## config.mk

```make
export PLATFORM = sky130hd
export DESIGN_NAME = tcm_timer_config
export DESIGN_NICKNAME = d
export VERILOG_FILES = /design/src/tcm_pkg.sv /design/src/tcm_timer_config.sv /design/src/tcm_pin_sync.sv
export SDC_FILE = /design/constraint.sdc
export NUM_CORES = 1
export LEC_CHECK = 0
export BUFFER_PORTS_ARGS = -buffer_cell sky130_fd_sc_hd__buf_2
export CAP_MARGIN = 20
export CORE_AREA = 2 2 59 89
export DETAILED_ROUTE_END_ITERATION = 10
export DIE_AREA = 0 0 61 91
export GPL_ROUTABILITY_DRIVEN = 0
export PLACE_DENSITY_LB_ADDON = 0.3
export SLEW_MARGIN = 20
export SYNTH_ARGS = -nofsm -noshare
export SYNTH_HDL_FRONTEND = slang
export SYNTH_SLANG_ARGS = --single-unit
```

## constraint.sdc

```tcl
create_clock -name clock -period 1.69 [get_ports clock]
set_input_delay 0.0845 -clock clock [delete_from_list [all_inputs] [get_ports clock]]
set_output_delay 0.0845 -clock clock [all_outputs]
set_load 0.02 [all_outputs]
```

## src/tcm_pkg.sv

```systemverilog
// constants, field layout and carrier types of the timer configuration block
// assumes a single 40 MHz system clock and an APB register bus
package tcm_pkg;

  localparam int unsigned CLOCK_HZ = 40000000;
  localparam int unsigned ALT_CLOCK_HZ = 32768;
  // sampling needs four system clocks per alternate clock period at least
  localparam int unsigned ALT_MIN_RATIO = 4;
  localparam int unsigned ALT_RATIO = CLOCK_HZ / ALT_CLOCK_HZ;

  localparam int unsigned ADDR_W = 12;
  localparam int unsigned DATA_W = 32;

  // register indices; byte address is four times the index
  localparam logic [ADDR_W-1:0] CFG_INDEX = 12'h00f;
  localparam logic [ADDR_W-1:0] STAT_INDEX = 12'h010;
  localparam logic [ADDR_W-1:0] CFG_ADDR = 12'h03c;
  localparam logic [ADDR_W-1:0] STAT_ADDR = 12'h040;

  localparam logic [7:0] CFG_RESET = 8'h00;

  // field positions inside the configuration byte
  localparam int unsigned CTR_SEL_POS = 0;
  localparam int unsigned FN_LSB = 1;
  localparam int unsigned SPLIT_POS = 3;
  localparam int unsigned PRESCALE_LSB = 4;
  localparam int unsigned ALT_SEL_POS = 7;

  localparam int unsigned PRESCALE_W = 3;
  // widest divide ratio is 128, so seven count bits
  localparam int unsigned PRESCALE_CNT_W = 7;
  localparam logic [PRESCALE_CNT_W-1:0] PRESCALE_CNT_RESET = 7'h00;

  typedef enum logic [1:0] {
    TCM_FN_NONE = 2'b00,
    TCM_FN_RISE = 2'b01,
    TCM_FN_FALL = 2'b10,
    TCM_FN_BOTH = 2'b11
  } tcm_fn_e;

  typedef struct packed {
    logic alternate_clock_select;
    logic [PRESCALE_W-1:0] timer_clock_prescale;
    logic split_byte_mode_select;
    tcm_fn_e capture_compare_function;
    logic counter_or_timer_select;
  } tcm_cfg_s;

  // decoded operating mode handed to the counter datapath
  typedef struct packed {
    logic primary_counter;
    logic primary_compare;
    logic primary_capture_reload;
    logic primary_disabled;
    logic secondary_enabled;
    logic split_byte_mode;
  } tcm_mode_s;

  // timing events for the primary upper byte and secondary lower byte
  typedef struct packed {
    logic primary_count;
    logic primary_capture;
    logic secondary_count;
  } tcm_event_s;

endpackage

```

## src/tcm_timer_config.sv

```systemverilog
// timer configuration register with mode decode and timer clock prescaler
// assumes an APB master on the same clock and asynchronous edge and 32 kHz
// pins; the counters themselves live outside and consume the event pulses
`timescale 1ns/1ps

module tcm_timer_config #(
  parameter int unsigned ADDR_W = tcm_pkg::ADDR_W,
  parameter int unsigned DATA_W = tcm_pkg::DATA_W
) (
  input wire logic clock,
  input wire logic srst,
  input wire logic psel,
  input wire logic penable,
  input wire logic pwrite,
  input wire logic [ADDR_W-1:0] paddr,
  input wire logic [DATA_W-1:0] pwdata,
  input wire logic [3:0] pstrb,
  output logic [DATA_W-1:0] prdata,
  output logic pready,
  output logic pslverr,
  input wire logic edge_pin,
  input wire logic alt_clock_pin,
  output tcm_pkg::tcm_cfg_s timer_two_configuration,
  output tcm_pkg::tcm_mode_s mode,
  output tcm_pkg::tcm_event_s events
);

  // the alternate clock must be sampled at least four times a period
  initial begin
    if (tcm_pkg::ALT_RATIO < tcm_pkg::ALT_MIN_RATIO) begin
      $error("system clock too slow to sample the alternate clock");
    end
  end

  // true when the selected edge function matches a synchronised edge
  function automatic logic edge_hit(
    input tcm_pkg::tcm_fn_e fn,
    input logic rise,
    input logic fall
  );
    logic hit;
    hit = 1'b0;
    unique case (fn)
      tcm_pkg::TCM_FN_NONE: hit = 1'b0;
      tcm_pkg::TCM_FN_RISE: hit = rise;
      tcm_pkg::TCM_FN_FALL: hit = fall;
      tcm_pkg::TCM_FN_BOTH: hit = rise | fall;
    endcase
    return hit;
  endfunction

  // divide mask: ratio minus one for a power-of-two prescale code
  function automatic logic [tcm_pkg::PRESCALE_CNT_W-1:0] prescale_mask(
    input logic [tcm_pkg::PRESCALE_W-1:0] code
  );
    logic [tcm_pkg::PRESCALE_CNT_W-1:0] m;
    m = '0;
    for (int i = 0; i < tcm_pkg::PRESCALE_CNT_W; i++) begin
      if (i < int'(code)) begin
        m[i] = 1'b1;
      end
    end
    return m;
  endfunction

  // pin synchronisers
  logic edge_level, edge_rise, edge_fall;
  logic alt_level, alt_rise;

  tcm_pin_sync u_edge_sync (
    .clock(clock),
    .srst(srst),
    .pin(edge_pin),
    .level(edge_level),
    .rise(edge_rise),
    .fall(edge_fall)
  );

  tcm_pin_sync u_alt_sync (
    .clock(clock),
    .srst(srst),
    .pin(alt_clock_pin),
    .level(alt_level),
    .rise(alt_rise),
    .fall()
  );

  // register bus
  tcm_pkg::tcm_cfg_s cfg_q, cfg_d;
  logic [DATA_W-1:0] prdata_q, prdata_d;
  logic pready_q, pready_d;
  logic pslverr_q, pslverr_d;
  logic [tcm_pkg::PRESCALE_CNT_W-1:0] pre_cnt_q, pre_cnt_d;

  logic access;
  logic hit_cfg;
  logic hit_stat;

  assign access = psel & penable;
  assign hit_cfg = (paddr == tcm_pkg::CFG_ADDR);
  assign hit_stat = (paddr == tcm_pkg::STAT_ADDR);

  always_comb begin
    cfg_d = cfg_q;
    prdata_d = prdata_q;
    pslverr_d = pslverr_q;
    // one wait state: answer in the second access cycle
    pready_d = access & ~pready_q;
    if (access & ~pready_q) begin
      prdata_d = '0;
      pslverr_d = ~(hit_cfg | hit_stat);
      if (!pwrite && hit_cfg) begin
        prdata_d[7:0] = cfg_q;
      end
      if (!pwrite && hit_stat) begin
        prdata_d[0] = edge_level;
        prdata_d[1] = alt_level;
        prdata_d[8 +: tcm_pkg::PRESCALE_CNT_W] = pre_cnt_q;
      end
    end
    if (access && pready_q && pwrite && hit_cfg && pstrb[0]) begin
      cfg_d = tcm_pkg::tcm_cfg_s'(pwdata[7:0]);
    end
    if (!access) begin
      pslverr_d = 1'b0;
    end
  end

  always_ff @(posedge clock) begin
    if (srst) begin
      cfg_q <= tcm_pkg::tcm_cfg_s'(tcm_pkg::CFG_RESET);
      prdata_q <= '0;
      pready_q <= 1'b0;
      pslverr_q <= 1'b0;
    end else begin
      cfg_q <= cfg_d;
      prdata_q <= prdata_d;
      pready_q <= pready_d;
      pslverr_q <= pslverr_d;
    end
  end

  // mode decode
  tcm_pkg::tcm_mode_s mode_q, mode_d;

  always_comb begin
    mode_d = '0;
    mode_d.split_byte_mode = cfg_q.split_byte_mode_select;
    // secondary half exists only in split mode and is always compare
    mode_d.secondary_enabled = cfg_q.split_byte_mode_select;
    if (cfg_q.counter_or_timer_select) begin
      if (cfg_q.capture_compare_function == tcm_pkg::TCM_FN_NONE) begin
        mode_d.primary_disabled = 1'b1;
      end else begin
        mode_d.primary_counter = 1'b1;
      end
    end else begin
      if (cfg_q.capture_compare_function == tcm_pkg::TCM_FN_NONE) begin
        mode_d.primary_compare = 1'b1;
      end else begin
        mode_d.primary_capture_reload = 1'b1;
      end
    end
  end

  always_ff @(posedge clock) begin
    if (srst) begin
      mode_q <= '0;
    end else begin
      mode_q <= mode_d;
    end
  end

  // timer clock source and prescaler
  logic src_tick;
  logic pre_tick;
  logic [tcm_pkg::PRESCALE_CNT_W-1:0] pre_mask;

  // alternate clock gives one tick per sampled rising edge
  assign src_tick = cfg_q.alternate_clock_select ? alt_rise : 1'b1;
  assign pre_mask = prescale_mask(cfg_q.timer_clock_prescale);
  assign pre_tick = src_tick & ((pre_cnt_q & pre_mask) == pre_mask);

  always_comb begin
    pre_cnt_d = pre_cnt_q;
    if (src_tick) begin
      // free running; a new ratio takes hold at the next wrap of its mask
      pre_cnt_d = pre_cnt_q + 7'h01;
    end
  end

  always_ff @(posedge clock) begin
    if (srst) begin
      pre_cnt_q <= tcm_pkg::PRESCALE_CNT_RESET;
    end else begin
      pre_cnt_q <= pre_cnt_d;
    end
  end

  // event generation
  tcm_pkg::tcm_event_s ev_q, ev_d;
  logic pin_hit;

  assign pin_hit = edge_hit(cfg_q.capture_compare_function,
                            edge_rise, edge_fall);

  always_comb begin
    ev_d = '0;
    // primary covers the full 16 bits, or only the upper byte when split
    if (cfg_q.counter_or_timer_select) begin
      ev_d.primary_count = pin_hit;
    end else begin
      ev_d.primary_count = pre_tick;
      ev_d.primary_capture = pin_hit;
    end
    // secondary ignores function and counter select entirely
    if (cfg_q.split_byte_mode_select) begin
      ev_d.secondary_count = pre_tick;
    end
  end

  always_ff @(posedge clock) begin
    if (srst) begin
      ev_q <= '0;
    end else begin
      ev_q <= ev_d;
    end
  end

  assign prdata = prdata_q;
  assign pready = pready_q;
  assign pslverr = pslverr_q;
  assign timer_two_configuration = cfg_q;
  assign mode = mode_q;
  assign events = ev_q;

endmodule

```

## src/tcm_pin_sync.sv

```systemverilog
// three-stage pin synchroniser with agreement filter and edge pulses
// assumes the input is asynchronous to clock
`timescale 1ns/1ps
module tcm_pin_sync (
  input wire logic clock,
  input wire logic srst,
  input wire logic pin,
  output logic level,
  output logic rise,
  output logic fall
);

  logic s1_q, s2_q, s3_q;
  logic s1_d, s2_d, s3_d;
  logic level_q, level_d;
  logic rise_q, rise_d;
  logic fall_q, fall_d;

  always_comb begin
    s1_d = pin;
    s2_d = s1_q;
    s3_d = s2_q;
    level_d = level_q;
    // a change counts only once the last two stages agree
    if (s2_q == s3_q) begin
      level_d = s3_q;
    end
    rise_d = level_d & ~level_q;
    fall_d = ~level_d & level_q;
  end

  always_ff @(posedge clock) begin
    if (srst) begin
      s1_q <= 1'b0;
      s2_q <= 1'b0;
      s3_q <= 1'b0;
      level_q <= 1'b0;
      rise_q <= 1'b0;
      fall_q <= 1'b0;
    end else begin
      s1_q <= s1_d;
      s2_q <= s2_d;
      s3_q <= s3_d;
      level_q <= level_d;
      rise_q <= rise_d;
      fall_q <= fall_d;
    end
  end

  assign level = level_q;
  assign rise = rise_q;
  assign fall = fall_q;

endmodule

```

==> impl_metrics.py, run 1 <==
metrics = {
    "routing": {
        "dr.first_iter.drc_count": 69,
        "drt-pass1-iter-count": 4,
        "post-route-drc-count": 0,
        "routed_via_density": 4.74,
        "routed-via-count": 1620,
        "drtAntennaViolNets": 0,
        "routed_wire_length_per_instance_um": 11.9,
        "detail_route.wirelength_um": 4080,
    },
    "yosys": {
        "async_reset_ff_frac": 0,
        "postSynthRegisterBits": 51,
        "post_synth_mux_area_share": 0.0395,
        "post-synth-top-count-cell": "sky130_fd_sc_hd__dfxtp_1",
        "synth_warnings": 0,
        "synthDominantCellAreaShare": 0.503,
        "synth-adder-area-share": 0.00617,
        "yosys.area_share.simple": 0.244,
        "post_synth_top_area_cell": "sky130_fd_sc_hd__dfxtp_1",
        "synth_top_family_by_area": "simple AND/OR/NAND/NOR gates",
        "syn-instance-count": 212,
        "yosys_most_used_dff": "sky130_fd_sc_hd__dfxtp_1",
        "seq_area_frac_synth": 0.503,
        "synth_compound_gate_area_share": 0.101,
        "synth_top_cells_by_area": "sky130_fd_sc_hd__dfxtp_1 (50%), sky130_fd_sc_hd__buf_4 (6.7%), sky130_fd_sc_hd__nor2_1 (5.9%)",
        "netlist_top_cells_count": "sky130_fd_sc_hd__dfxtp_1 (51), sky130_fd_sc_hd__nor2_1 (32), sky130_fd_sc_hd__buf_4 (18), sky130_fd_sc_hd__a22oi_1 (14), sky130_fd_sc_hd__nand2_1 (12)",
        "syn_area_um2": 2030,
        "synth_enable_flop_cells": 0,
        "synth.avg_cell_area_um2": 9.57,
        "yosys.area_share.xor_xnor": 0.0173,
        "yosys.cell_types.count": 39,
    },
    "sta": {
        "clock_skew_ns": 0.00769,
        "post-route-period-util": 0.888,
        "finalHoldViolCount": 0,
        "report.final.setup_viol": 0,
        "timing.hold.ws_ns": 0.00771,
        "max_slew_headroom_at_the_worst_pin": 0.657,
        "report.final.slew_viol_count": 0,
        "rsz0062_at_grt": "false",
        "max_clock_freq_mhz": 666,
        "period_minus_slack_ns": 1.50,
        "max_slew.worst_pin.slew_ns": 0.510,
        "tns_ns": 0,
    },
    "setup_path": {
        "worstReg2RegStart": "pready$_SDFF_PP0_",
        "cpMaxStageDelayCell": "sky130_fd_sc_hd__nor4b_4",
        "path_depth": 4,
        "cp.buffers_inverters": 0,
        "cp-end-kind": "register",
        "critPathKind": "reg2reg",
        "stage_delay_of_the_slowest_cell_on_the_critical_path_ns": 0.49,
        "critical_path.reg2reg.endpoint": "prdata[2]$_SDFFE_PP0P_",
        "timing.critical_path.fanout_max": 8,
        "cp_top_family": "simple AND/OR/NAND/NOR gates",
        "worst_ep_required_time_ns": 1.93,
        "worst_setup_path_endpoint": "prdata[2]$_SDFFE_PP0P_",
        "worstPathCellList": "or2_0 > nor4b_4 > a22oi_1 > nor2_1",
        "worstSetupStartpoint": "pready$_SDFF_PP0_",
        "r2r_setup_slk_ns": 0.19,
        "worst-endpoint-arrival_ns": 1.74,
        "cp-start-kind": "register",
        "r2r_cells": 4,
    },
    "global_route": {
        "gr-usage-all-layers": 0.156,
        "global_route.peak_usage_layer": "met2",
        "initial_antenna_violation_count": 0,
        "grt_remaining_overflow": 0,
        "grtUsageMet2": 0.258,
        "number_of_global_route_vias_before_repair": 1450,
        "grt_met3_use": 0.0342,
        "met1_track_demand_over_resource": 0.190,
        "grt_first_pass_wirelength_um": 6630,
        "grt_max_degree": 52,
    },
    "power_and_ir_drop": {
        "clock_power_share": 0.383,
        "vdd.ir_drop.worst_mv": 0.499,
        "comb_power_share": 0.065,
        "power.share.switching": 0.230,
        "power-per-cell-area_nw_per_um2": 906,
        "total_switching_power_mw": 0.513,
        "seqPwrFrac": 0.552,
        "static-leakage-power_nw": 1.14,
        "internal_power_mw": 1.72,
        "p_total_mw": 2.23,
    },
    "hold_path": {
        "min_path_type": "in2reg",
    },
    "floorplan": {
        "fp.dieArea_um2": 5550,
        "die_w_um": 61,
        "floorplan.initialDensity": 0.425,
        "pin_count": 106,
        "die_h_um": 91,
        "floorplan.rows": 31,
        "core-area_um2": 4770,
    },
    "outcome": {
        "result_of_the_run": "finished, final reports clean",
    },
    "clock_tree": {
        "clockBufferDepth": 2,
        "cts_tree": "built",
        "tritoncts_buffers": 5,
        "clkSlewWorstSetupHoldPaths_ns": 0.10,
        "clock_sinks": 51,
        "h-tree-depth": 2,
        "worst_skew_pair.late_latency_ns": 0.30,
        "clock-root-buffer": "sky130_fd_sc_hd__clkbuf_8",
    },
    "placement": {
        "dp_hpwl_um": 2970,
        "postPlaceCellArea_um2": 2320,
        "port_buffers": 61,
    },
    "cells_and_area": {
        "n_fill_cell": 477,
        "num_antenna_cells": 0,
        "post_route_cells_drive_above_1_share": 0.279,
        "final_cell_area_um2": 2460,
        "area_delta_synth_final_pct": 21.3,
        "finish.net_count": 331,
    },
    "run": {
        "cap_violations": 0,
    },
}
-- cells by family after synthesis --
group	count (synthesis)
muxes	8
adders and majority gates	1
xor gates and xnor gates	4
buffers and inverters	27
other	1
DFF	51
and+or+nand+nor	89
AOI/OAI and AO/OA	31
-- tightest hold or removal path, delay by kind of cell --
family	cells	cell delay, ns
buf+inv	1	0.07
mux	1	0.05
simple gates	1	0.07
-- placed cells by master, fill, tap and decap left out, drive strengths merged, types with 5 or more instances in the layout --
cell | synthesis | layout
a21oi | 5 | 5
a22oi | 14 | 14
buf | 22 | 64
clkbuf | 4 | 5
conb | 1 | 17
dfxtp | 51 | 51
mux2i | 8 | 8
nand2 | 13 | 13
nand4 | 5 | 5
nor2 | 32 | 32
nor2b | 8 | 8
nor3 | 7 | 7
o21ai | 7 | 7
-- registers in the layout (all words and copies together) (netlist names), 3 cells and up --
| register | count |
|---|---|
| events | 3 |
| pre_cnt_q | 7 |
| prdata | 15 |
| mode | 5 |
| timer_two_configuration | 8 |
-- power groups by stage --
stage          Sequential [mW]  Clock [mW]  Combinational [mW]
5_1_grt                   1.24       0.923               0.162
4_1_cts                   1.23       0.877               0.147
3_5_place_dp              1.26           0               0.143
3_3_place_gp              1.26           0               0.140
2_1_floorplan             1.26           0               0.115
6_report                  1.23       0.853               0.145
-- layer usage --
| metal | vias up | wire length, um | part of all wire |
|---|---|---|---|
| met5 | - | 0 | 0 |
| met4 | 0 | 85 | 0.021 |
| met1 | 724 | 1710 | 0.42 |
| li1 | 822 | - | - |
| met2 | 66 | 2020 | 0.50 |
| met3 | 8 | 251 | 0.062 |
-- cell type report --
type                            count  area, um2  share of cell area
Multi-Input combinational cell    150        890               0.361
Tap cell                           66       82.6              0.0336
Timing Repair Buffer               66        348               0.141
Clock buffer                        5       68.8              0.0280
Clock inverter                      3       47.5              0.0193
Sequential cell                    51       1020               0.415
Inverter                            1       3.75             0.00153
-- worst min path at each step --
stage	start	to	slack, ns	cells past startpoint
5_1_grt	pwdata[4]	timer_two_configuration[4]$_SDFFE_PP0P_	0.006	3
3_3_place_gp	alt_clock_pin	u_alt_sync.s1_q$_SDFF_PP0_	0.30	2
6_report	pwdata[4]	timer_two_configuration[4]$_SDFFE_PP0P_	0.008	3
4_1_cts	pwdata[4]	timer_two_configuration[4]$_SDFFE_PP0P_	0.006	3
3_5_place_dp	edge_pin	u_edge_sync.s1_q$_SDFF_PP0_	0.30	2
2_1_floorplan	srst	mode[0]$_SDFF_PP0_	0.17	1
-- per-stage QoR --
step                instances   util  setup slack (ns)
floorplan                 228      -             0.275
global placement          332  0.487             0.157
detailed placement        332  0.487             0.114
CTS                       342  0.516            0.0967
global route              342  0.516           0.00128
finish                    342  0.516             0.190
-- timing repair --
action,4_1_cts,5_1_grt
buffers inserted,0,0
endpoints found under the hold margin,2,0
gates resized for setup,0,0
endpoints found under the setup margin,0,12
hold buffers,2,0
Note: power is estimated with default switching activity, not from simulation.
==> inputs of run 2 (changes only) <==
ABC_AREA = 1   (was default)
CORE_AREA = 2 2 60 90   (was 2 2 59 89)
DIE_AREA = 0 0 62 92   (was 0 0 61 91)
==> run 2 against run 1 <==
Routed wire length increased by 7.6%. Critical path depth increased by 1. Sequential share of layout area decreased by 1.4 points. Clock skew decreased by 0.00098 ns. Total power decreased by 4.3%. Critical path type unchanged.
==> impl_metrics.py, run 2 <==
metrics = {
    "outcome": {
        "result_of_the_run": "finished, final reports clean",
    },
    "run": {
        "cap_violations": 0,
    },
    "clock_tree": {
        "clkSlewWorstSetupHoldPaths_ns": 0.09,
        "cts_tree": "built",
        "tritoncts_buffers": 5,
        "clockBufferDepth": 2,
        "cts_resized": 0,
        "h-tree-depth": 2,
        "worst_skew_pair.late_latency_ns": 0.30,
        "clock_sinks": 51,
        "clock-root-buffer": "sky130_fd_sc_hd__clkbuf_8",
    },
    "placement": {
        "dp_hpwl_um": 3340,
        "placedCellCount": 392,
        "port_buffers": 61,
    },
    "floorplan": {
        "fp.dieArea_um2": 5700,
        "floorplan.rows": 32,
        "floorplan.initialDensity": 0.427,
        "die_w_um": 62,
        "core-area_um2": 5000,
        "die_h_um": 92,
        "pin_count": 106,
    },
    "yosys": {
        "synth_enable_flop_cells": 0,
        "synthDominantCellAreaShare": 0.478,
        "async_reset_ff_frac": 0,
        "post-synth-top-count-cell": "sky130_fd_sc_hd__dfxtp_1",
        "syn_area_um2": 2140,
        "syn-instance-count": 271,
        "synth.avg_cell_area_um2": 7.88,
        "yosys.cell_types.count": 30,
        "seq_area_frac_synth": 0.478,
        "yosys_most_used_dff": "sky130_fd_sc_hd__dfxtp_1",
        "netlist_top_cells_count": "sky130_fd_sc_hd__dfxtp_1 (51), sky130_fd_sc_hd__nand2_1 (37), sky130_fd_sc_hd__inv_1 (30), sky130_fd_sc_hd__nor2_1 (30), sky130_fd_sc_hd__a21oi_1 (29)",
        "synth_warnings": 0,
        "synth_top_cells_by_area": "sky130_fd_sc_hd__dfxtp_1 (48%), sky130_fd_sc_hd__a21oi_1 (6.8%), sky130_fd_sc_hd__nand2_1 (6.5%)",
        "postSynthRegisterBits": 51,
        "post_synth_top_area_cell": "sky130_fd_sc_hd__dfxtp_1",
    },
    "setup_path": {
        "cp-start-kind": "register",
        "r2r_setup_slk_ns": 0.32,
        "worst-endpoint-arrival_ns": 1.55,
        "cp-end-kind": "register",
        "critPathKind": "reg2reg",
        "worst_ep_required_time_ns": 1.88,
        "worstSetupStartpoint": "pready$_SDFF_PP0_",
        "worstReg2RegStart": "pready$_SDFF_PP0_",
        "most_repeated_library_cell_on_the_critical_path": "sky130_fd_sc_hd__nand3_2",
        "cpMaxStageDelayCell": "sky130_fd_sc_hd__dfxtp_1",
        "critical_path.reg2reg.endpoint": "timer_two_configuration[3]$_SDFFE_PP0P_",
        "r2r_cells": 5,
        "worst_setup_path_endpoint": "timer_two_configuration[3]$_SDFFE_PP0P_",
        "worstPathCellList": "nand3_2 > nor2_2 > nand3_2 > o21ai_0 > a21oi_1",
        "stage_delay_of_the_slowest_cell_on_the_critical_path_ns": 0.40,
        "timing.critical_path.fanout_max": 16,
    },
    "cells_and_area": {
        "post_route_cells_drive_above_1_share": 0.254,
        "num_antenna_cells": 0,
        "finish.net_count": 389,
        "most-common-layout-cells": "sky130_fd_sc_hd__buf_2 (61), sky130_fd_sc_hd__dfxtp_1 (51), sky130_fd_sc_hd__nand2_1 (37)",
        "area_delta_synth_final_pct": 19.2,
        "largest_register_ff_count": 15,
        "most_common_cell_after_layout_fill_and_taps_aside": "sky130_fd_sc_hd__buf_2",
        "layout.cells.non_filler": 402,
    },
    "sta": {
        "max_clock_freq_mhz": 731,
        "finalHoldViolCount": 0,
        "period_minus_slack_ns": 1.37,
        "rsz0062_at_grt": "false",
        "clock_skew_ns": 0.00671,
        "post-route-period-util": 0.809,
        "report.final.setup_viol": 0,
        "tns_ns": 0,
        "report.final.slew_viol_count": 0,
    },
    "global_route": {
        "global_route.peak_usage_layer": "met2",
        "grtUsageMet2": 0.298,
        "initial_antenna_violation_count": 0,
        "grt_met3_use": 0.0296,
        "gr-usage-all-layers": 0.165,
        "met1_track_demand_over_resource": 0.172,
        "grt_remaining_overflow": 0,
        "grt_max_degree": 27,
        "number_of_global_route_vias_before_repair": 1686,
        "grt_first_pass_wirelength_um": 7090,
    },
    "power_and_ir_drop": {
        "power-per-cell-area_nw_per_um2": 839,
        "vdd.ir_drop.worst_mv": 0.465,
        "static-leakage-power_nw": 1.13,
    },
    "routing": {
        "routed_via_density": 4.56,
        "drtAntennaViolNets": 0,
        "post-route-drc-count": 0,
        "routed_wire_length_per_instance_um": 10.9,
        "drt-pass1-iter-count": 4,
        "routed-via-count": 1834,
        "detail_route.wirelength_um": 4390,
        "dr.first_iter.drc_count": 80,
    },
    "hold_path": {
        "min_path_type": "in2reg",
    },
}
-- run 2: cell types whose count changed after synthesis, sizes merged, moves of 12 or more --
cell	delta
inv	+29
a21oi	+26
nand2	+24
nand3	+15
a22oi	-14
o21ai	+12
-- run 2: stage by stage --
stage	total power, mW	worst slack, ns	hold WS, ns	area [um2]	utilization
after global routing	2.23	0.172	0.0296	2540	0.509
after CTS	2.16	0.309	0.0258	2540	0.509
after global placement	1.42	0.330	0.298	2430	0.485
final	2.14	0.323	0.0298	2540	0.509
after floorplan	1.39	0.384	0.191	2200	-
after detailed placement	1.43	0.317	0.302	2430	0.485
-- run 2: kinds of logic after synthesis --
kind of cell    synth area share
simple gates               0.231
buf+inv                    0.138
compound gates             0.145
flops                      0.478
fa+ha+maj                0.00586
other cells              0.00176
-- run 2: worst min path at each step --
stage	from	endpoint	depth (start not counted)
2_1_floorplan	alt_clock_pin	u_alt_sync.s1_q$_SDFF_PP0_	2
3_3_place_gp	edge_pin	u_edge_sync.s1_q$_SDFF_PP0_	3
3_5_place_dp	edge_pin	u_edge_sync.s1_q$_SDFF_PP0_	3
4_1_cts	penable	pslverr$_SDFFE_PP0P_	3
5_1_grt	penable	pslverr$_SDFFE_PP0P_	3
6_report	penable	pslverr$_SDFFE_PP0P_	3
-- run 2: critical path: cells and delay by family (launching register included) --
kind / cells / cell delay (ns)
flip-flops: 1 / 0.40
AO/OA/AOI/OAI: 2 / 0.35
AND/OR/NAND/NOR: 3 / 0.50
-- run 2: repair_timing --
| action | CTS | global route |
|---|---|---|
| endpoints found under the hold margin | 2 | 0 |
| buffers inserted | 0 | 0 |
| hold buffers | 2 | 0 |
-- run 2: report_power, final --
part / total (mW) / internal [mW] / switching [mW]
Clock: 0.735 / 0.335 / 0.400
Sequential: 1.23 / 1.22 / 0.0115
Combinational: 0.172 / 0.0547 / 0.117
-- run 2: layout make-up --
class | instances | area [um2]
clock buffers | 6 | 82.6
clock inverters | 2 | 16.3
fillers | 497 | 2460
inverters | 30 | 113
multi-input cells | 179 | 880
flip-flops and latches | 51 | 1020
well taps | 68 | 85.1
repair buffers | 66 | 348
-- run 2: metal layers --
layer	vias up	wire, um
met5	-	0
li1	960	-
met3	7	254
met4	0	85
met1	811	1780
met2	56	2270
